==> config.mk <==
export PLATFORM = sky130hd
export DESIGN_NAME = eas_event_action_sequencer
export DESIGN_NICKNAME = d
export VERILOG_FILES = /design/src/common/eas_pkg.sv /design/src/core/eas_event_action_sequencer.sv
export SDC_FILE = /design/constraint.sdc
export NUM_CORES = 2
export LEC_CHECK = 0
export BUFFER_PORTS_ARGS = -buffer_cell sky130_fd_sc_hd__buf_2
export CAP_MARGIN = 20
export CORE_ASPECT_RATIO = 0.6
export CORE_MARGIN = 2
export CORE_UTILIZATION = 40
export DETAILED_ROUTE_END_ITERATION = 8
export PLACE_DENSITY = 0.69
export SKIP_CTS_REPAIR_TIMING = 1
export SKIP_LAST_GASP = 1
export SLEW_MARGIN = 20
export SYNTH_ARGS = -nofsm -noshare
export SYNTH_HDL_FRONTEND = slang
export SYNTH_SLANG_ARGS = --single-unit
==> constraint.sdc <==
create_clock -name clk -period 4.5 [get_ports clk]
set_input_delay 0.225 -clock clk [delete_from_list [all_inputs] [get_ports clk]]
set_output_delay 0.225 -clock clk [all_outputs]
set_load 0.01 [all_outputs]
==> src/common/eas_pkg.sv <==
/*
 * Shared constants and types of the event/action sequencer: table size, widths of the
 * configuration fields, layout of the boolean source pool and the operator encodings.
 * Assumes a single clock domain; the drive control core owns every input source but the digitalIn pins, and every action.
 */
package eas_pkg;

	// Table size and field widths.
	localparam int EAS_NUM_ENTRIES = 20;
	localparam int EAS_IDX_W = 5;
	localparam int EAS_LEN_W = 5;
	localparam int EAS_ACT_W = 8;
	localparam int EAS_SEL_W = 6;
	localparam int EAS_POOL_W = 64;

	// Boolean sources that feed the pool, and the drive variables that the comparators read.
	localparam int EAS_N_STATUS = 16;
	localparam int EAS_N_DIN = 8;
	localparam int EAS_N_TIMER = 8;
	localparam int EAS_N_CMP = 4;
	localparam int EAS_N_RULE = 4;
	localparam int EAS_N_VAR = 4;
	localparam int EAS_VAR_W = 16;
	localparam int EAS_VSEL_W = 2;

	// Pool bit positions.
	localparam int EAS_POOL_FALSE = 0;
	localparam int EAS_POOL_TRUE = 1;
	localparam int EAS_POOL_STATUS = 2;
	localparam int EAS_POOL_DIN = EAS_POOL_STATUS + EAS_N_STATUS;
	localparam int EAS_POOL_TIMER = EAS_POOL_DIN + EAS_N_DIN;
	localparam int EAS_POOL_CMP = EAS_POOL_TIMER + EAS_N_TIMER;
	localparam int EAS_POOL_RULE = EAS_POOL_CMP + EAS_N_CMP;
	localparam int EAS_POOL_FIRED = EAS_POOL_RULE + EAS_N_RULE;
	localparam int EAS_POOL_USED = EAS_POOL_FIRED + 1;

	// Comparator and logic operators.
	typedef enum logic [1:0] {EAS_CMP_LT, EAS_CMP_GT, EAS_CMP_EQ, EAS_CMP_NE} eas_cmp_op_t;
	typedef enum logic [1:0] {EAS_LOP_AND, EAS_LOP_OR, EAS_LOP_ANDNOT, EAS_LOP_ORNOT} eas_lop_t;

endpackage

==> src/core/eas_event_action_sequencer.sv <==
/*
 * Event/action sequencer: a table of numbered event/action pairs walked one pair at a
 * time on each scan tick, with comparators and three-input logic rules as event sources.
 * Assumes statusBits, timerDone, varIn, scanTick and the configuration ports come from
 * logic on clk; digitalIn comes from pins and is synchronised here.
 */
`timescale 1ns/1ps

// Summary of operation
// [RULE1] Events and actions are stored as indexed pairs; a true event fires its action.
// [RULE2] After an action fires, the pointer moves to the following event.
// [RULE3] Only the one event under the pointer is tested at any time.
// [RULE4] A false event does nothing that scan; the pointer stays put.
// [RULE5] On start only entry zero is tested until it holds, then action zero fires.
// [RULE6] The table length is programmable from one to twenty pairs.
// [RULE7] After the last programmed pair fires, the pointer wraps to entry zero.
// [RULE8] An event selects a status bit, a logic rule output or a comparator result.
// [RULE9] Each comparator tests a drive variable against a fixed preset, giving a boolean.
// [RULE10] Each logic rule joins up to three pool booleans with AND, OR and NOT.
// [RULE11] Reset or stop clears the pointer to zero and drives no action.
module eas_event_action_sequencer
	import eas_pkg::*;
#(
	parameter int NUM_ENTRIES = EAS_NUM_ENTRIES
) (
	input wire logic clk,
	input wire logic rst,
	input wire logic runEnable,
	input wire logic scanTick,
	input wire logic [EAS_LEN_W-1:0] tableLen,
	input wire logic [EAS_N_STATUS-1:0] statusBits,
	input wire logic [EAS_N_DIN-1:0] digitalIn,
	input wire logic [EAS_N_TIMER-1:0] timerDone,
	input wire logic [EAS_N_VAR-1:0][EAS_VAR_W-1:0] varIn,
	input wire logic entryWe,
	input wire logic [EAS_IDX_W-1:0] entryIdx,
	input wire logic [EAS_SEL_W-1:0] entryEventSel,
	input wire logic [EAS_ACT_W-1:0] entryActionSel,
	input wire logic cmpWe,
	input wire logic [1:0] cmpIdx,
	input wire logic [EAS_VSEL_W-1:0] cmpVarSel,
	input wire eas_cmp_op_t cmpOp,
	input wire logic [EAS_VAR_W-1:0] cmpPreset,
	input wire logic ruleWe,
	input wire logic [1:0] ruleIdx,
	input wire logic [2:0][EAS_SEL_W-1:0] ruleInSel,
	input wire eas_lop_t ruleOp1,
	input wire eas_lop_t ruleOp2,
	output logic running,
	output logic [EAS_IDX_W-1:0] eventPointer,
	output logic actionValid,
	output logic [EAS_ACT_W-1:0] actionCode,
	output logic [EAS_IDX_W-1:0] actionIndex
);

	typedef struct packed {
		logic [1:0][EAS_N_DIN-1:0] dinSync;
		logic [NUM_ENTRIES-1:0][EAS_SEL_W-1:0] evtSel;
		logic [NUM_ENTRIES-1:0][EAS_ACT_W-1:0] actSel;
		logic [EAS_N_CMP-1:0][EAS_VSEL_W-1:0] cmpVar;
		eas_cmp_op_t [EAS_N_CMP-1:0] cmpOp;
		logic [EAS_N_CMP-1:0][EAS_VAR_W-1:0] cmpPreset;
		logic [EAS_N_RULE-1:0][2:0][EAS_SEL_W-1:0] ruleIn;
		eas_lop_t [EAS_N_RULE-1:0] ruleOpA;
		eas_lop_t [EAS_N_RULE-1:0] ruleOpB;
		logic [EAS_N_CMP-1:0] cmpRes;
		logic [EAS_N_RULE-1:0] ruleRes;
		logic [EAS_IDX_W-1:0] ptr;
		logic running;
		logic actValid;
		logic [EAS_ACT_W-1:0] actCode;
		logic [EAS_IDX_W-1:0] actIdx;
		logic fired;
	} eas_state_t;

	eas_state_t s_q;
	eas_state_t s_d;
	logic [EAS_POOL_W-1:0] pool;
	logic [EAS_IDX_W-1:0] lastIdx;
	logic active;
	logic eventTrue;
	logic fire;

	function automatic logic applyOp(input eas_lop_t op, input logic a, input logic b);
		case (op)
			EAS_LOP_AND: applyOp = a & b;
			EAS_LOP_OR: applyOp = a | b;
			EAS_LOP_ANDNOT: applyOp = a & ~b;
			EAS_LOP_ORNOT: applyOp = a | ~b;
			default: applyOp = 1'b0;
		endcase
	endfunction

	function automatic logic compare(input eas_cmp_op_t op, input logic [EAS_VAR_W-1:0] v,
			input logic [EAS_VAR_W-1:0] p);
		case (op)
			EAS_CMP_LT: compare = v < p;
			EAS_CMP_GT: compare = v > p;
			EAS_CMP_EQ: compare = v == p;
			EAS_CMP_NE: compare = v != p;
			default: compare = 1'b0;
		endcase
	endfunction

	// All event sources sit in one pool so that events and rules share one selector format.
	assign pool = {{(EAS_POOL_W-EAS_POOL_USED){1'b0}}, s_q.fired, s_q.ruleRes, s_q.cmpRes,
		timerDone, s_q.dinSync[1], statusBits, 1'b1, 1'b0}; // RULE8

	// A length of zero is read as one and anything past the table as the full table.
	assign lastIdx = (tableLen == '0) ? '0 :
		(tableLen > EAS_LEN_W'(NUM_ENTRIES)) ? EAS_IDX_W'(NUM_ENTRIES - 1) :
		EAS_IDX_W'(tableLen - 1'b1); // RULE6
	assign active = s_q.running & runEnable;
	assign eventTrue = pool[s_q.evtSel[s_q.ptr]]; // RULE3
	// Without a true event nothing below raises an action; only a stop or a shortened table moves the pointer.
	assign fire = active & scanTick & eventTrue; // RULE1 RULE4

	always_comb begin
		s_d = s_q;
		// The first stage feeds only the second; metastability settles there.
		s_d.dinSync[0] = digitalIn;
		s_d.dinSync[1] = s_q.dinSync[0];

		if (entryWe && entryIdx < EAS_IDX_W'(NUM_ENTRIES)) begin
			s_d.evtSel[entryIdx] = entryEventSel;
			s_d.actSel[entryIdx] = entryActionSel;
		end
		if (cmpWe) begin
			s_d.cmpVar[cmpIdx] = cmpVarSel;
			s_d.cmpOp[cmpIdx] = cmpOp;
			s_d.cmpPreset[cmpIdx] = cmpPreset;
		end
		if (ruleWe) begin
			s_d.ruleIn[ruleIdx] = ruleInSel;
			s_d.ruleOpA[ruleIdx] = ruleOp1;
			s_d.ruleOpB[ruleIdx] = ruleOp2;
		end

		for (int c = 0; c < EAS_N_CMP; c++) begin
			s_d.cmpRes[c] = compare(s_q.cmpOp[c], varIn[s_q.cmpVar[c]], s_q.cmpPreset[c]); // RULE9
		end
		// Rules read registered pool bits, so chained rules settle one cycle per stage.
		for (int r = 0; r < EAS_N_RULE; r++) begin
			s_d.ruleRes[r] = applyOp(s_q.ruleOpB[r],
				applyOp(s_q.ruleOpA[r], pool[s_q.ruleIn[r][0]], pool[s_q.ruleIn[r][1]]),
				pool[s_q.ruleIn[r][2]]); // RULE10
		end

		s_d.running = runEnable;
		s_d.actValid = 1'b0;
		if (scanTick) begin
			s_d.fired = 1'b0;
		end
		if (!active) begin
			s_d.ptr = '0; // RULE11 RULE5
			s_d.fired = 1'b0;
		end else if (fire) begin
			s_d.actValid = 1'b1; // RULE1
			s_d.actCode = s_q.actSel[s_q.ptr];
			s_d.actIdx = s_q.ptr;
			s_d.fired = 1'b1;
			if (s_q.ptr >= lastIdx) begin
				s_d.ptr = '0; // RULE7
			end else begin
				s_d.ptr = s_q.ptr + 1'b1; // RULE2
			end
		end else if (s_q.ptr > lastIdx) begin
			// The table was shortened under a running pointer; restart the walk.
			s_d.ptr = '0;
		end
	end

	always_ff @(posedge clk) begin
		if (rst) begin
			s_q <= '0; // RULE11
		end else begin
			s_q <= s_d;
		end
	end

	assign running = s_q.running;
	assign eventPointer = s_q.ptr;
	assign actionValid = s_q.actValid;
	assign actionCode = s_q.actCode;
	assign actionIndex = s_q.actIdx;
endmodule // eas_event_action_sequencer

==> out/qor.yml <==
outcome:
  status: "finished, final reports clean"
floorplan:
  core_area_sq_um: 69500
  start_util_pct: 40.2
  ios: 193
  design.die.area_sq_um: 72100
  rows: 75
  chipHeight_um: 209
  dieWidth_um: 345
critical_path:
  cpPeakStageDelay_ns: 0.88
  reg2reg_depth: 10
  crit_type: "register to register"
  end_kind: "register"
  cp.arrival_ns: 4.59
  critPathLaunch: "eventPointer[2]"
  crit_slowest_cell: "dfxtp_2"
  crit_end: "eventPointer[4]"
  cp_data_required_time_ns: 5.08
  crit_fanout: 42
  start_kind: "register"
  worstPathCellList: "nor2b_1 -> a2111oi_0 -> o41a_1 -> o21a_1 -> a221oi_1 -> a21o_1 -> a211oi_1 -> and4bb_4 -> or4b_1 -> a31oi_1"
  regToRegSetupSlack_ns: 0.49
  r2r_end: "eventPointer[4]"
  reg2reg_from: "eventPointer[2]"
grt:
  grt_pass1_wl_mm: 143
  grt_max_degree: 159
  grt_antenna_before_repair: 8
  grt_overflow_total: 0
  grtUsageTotal_pct: 25.6
  first_global_vias: 22900
logic_synthesis:
  yosysWarnings: 0
  synth_edf_count: 0
  synth_cell_types: 75
  avgSynthCellArea_sq_um: 9.01
  synthCells: 3105
  ys_ff_latch: 493
  netlist_area_sq_um: 28000
  synthArstFlopShare_pct: 0
  synth_ff_type: "dfxtp_1"
  syn-num-nets: 3350
  ys_seq_area_share_pct: 35.3
sta:
  setup_tns_ns: 0
  period_minus_slack_ns: 4.01
  slew_violations: 0
  rsz0062_at_grt: "no"
  tightest_slew_ns: 1.19
  hold_viol: 0
  fin_skew_ns: 0.0680
  fin_crit_sh_pct: 89.2
  setup_viol: 0
  max_freq_ghz: 0.249
  maxSlewHeadroom_pct: 20.3
drt:
  drt-total-wl_mm: 94.8
  antenna_left: 0
  wl_per_cell_um: 23.1
  initialDrtViolationCount: 3354
  vias: 24600
  dr.pass1.iters: 6
  vias_per_cell: 6.00
  drc: 0
hold_path:
  hold_class: "input port to register"
clock_tree:
  cts_tree: "built"
  cts_root_buffer: "clkbuf_16"
  insertion_delay_ns: 0.65
  cts_buffers: 49
  cts.clk_slew.worst_paths_ns: 0.07
  numClockSinks: 493
  cts_max_path_buffers: 3
  cts-htree-levels: 2
placed_design:
  gp_congestion: 0.936
  placed_cells: 3960
  placed_cell_area_sq_um: 29200
  io_buffers: 192
  dpl.hpwl_mm: 64.1
layout:
  area_growth_syn_to_layout_pct: 12.5
  finalNonFillerCells: 4105
  mostFrequentLayoutCells: "nand2_1, dfxtp_1, a21oi_1, mux4_2, buf_2"
  design_area_sq_um: 31500
  layout.nets: 3386
  fillers: 6570
  drive_gt1_share_pct: 19.2
  layout_commonest_cell: "nand2_1"
pwr:
  ir_worst_vdd_v: 0.000293
  p_leak_nw: 10.8
  power_density_nw_per_um2: 324
flow_run:
  maxCapViolations: 0
synth_stat cells (20+ instances only):
master	n	area, sq um
o21ai_0	60	300
buf_4	20	150
buf_1	20	75.1
mux4_2	259	5830
o211ai_1	21	158
clkbuf_1	236	886
inv_1	78	293
nand3b_1	42	315
dfxtp_1	493	9870
nor2_1	102	383
o21a_1	25	188
nand3_1	26	130
ha_1	72	901
a31oi_1	22	138
nand2_1	843	3160
nor2b_1	43	269
a21oi_1	424	2120
mux2i_1	107	1070
sequential cells by signal, indices dropped and copies added, names as in the netlist:
signal	cells
eventPointer	5
s_q	448
actionCode	8
s_d	8
running	1
actionIndex	5
actionValid	1
pool	17
kinds of logic (layout without fill, tap and decap cells):
group	count (synthesis)	count (layout)	share of synthesized area, %
compound gates	631	631	12.8
simple gates	1145	1145	17.5
buf+inv	378	451	5.68
xor+xnor	8	8	0.251
mux	374	374	25.1
flops	493	493	35.3
fa+ha+maj	76	76	3.36
other cells	0	3	0
metrics by stage:
| step | worst slack (ns) | power (mW) | hold slack [ns] | util [%] |
|---|---|---|---|---|
| after floorplan | 0.932 | 5.33 | 0.353 | - |
| after global placement | 0.591 | 5.73 | 0.427 | 41.9 |
| after detailed placement | 0.592 | 5.75 | 0.420 | 41.9 |
| after CTS | 0.554 | 10.2 | -0.240 | 44.4 |
| after global routing | 0.111 | 10.5 | 0.0483 | 45.2 |
| final | 0.488 | 10.2 | 0.0482 | 45.2 |
worst max-delay path, delay by kind of cell (launching register included):
kind	cells	cell delay, ns
AOI/OAI and AO/OA	7	2.06
and+or+nand+nor	3	0.96
DFF	1	0.88
layer usage:
layer	global-route usage, %	wire [um]	vias up
met3	9.13	13900	215
li1	-	-	11000
met1	39.4	41600	11800
met2	33.6	37100	1602
met5	0.527	106	-
met4	5.64	2140	14
worst min path at each step:
stage,start,end,slack [ns],cells after the start
floorplan,digitalIn[0],s_d[485],0.35,1
global placement,s_d[487],pool[20],0.43,1
detailed placement,s_d[489],pool[22],0.42,1
CTS,digitalIn[0],s_d[485],-0.24,2
global route,rst,s_q[418],0.05,2
finish,entryActionSel[1],s_q[198],0.05,3
where the power goes:
group | switching [mW] | total [mW] | leakage, nW | internal (mW)
Clock | 1.96 | 4.46 | 0.843 | 2.50
Sequential | 0.140 | 4.58 | 3.99 | 4.44
Combinational | 0.653 | 1.16 | 5.93 | 0.507
area by class of cell:
cell class | instances | area (sq um) | area share [%]
repair buffers | 283 | 1860 | 5.91
diodes | 3 | 7.51 | 0.0239
well taps | 924 | 1160 | 3.67
inverters | 80 | 300 | 0.955
flip-flops and latches | 493 | 9880 | 31.4
multi-input cells | 2234 | 16500 | 52.6
clock buffers | 66 | 1400 | 4.45
clock inverters | 22 | 322 | 1.02
(Power assumes the default switching activity.)
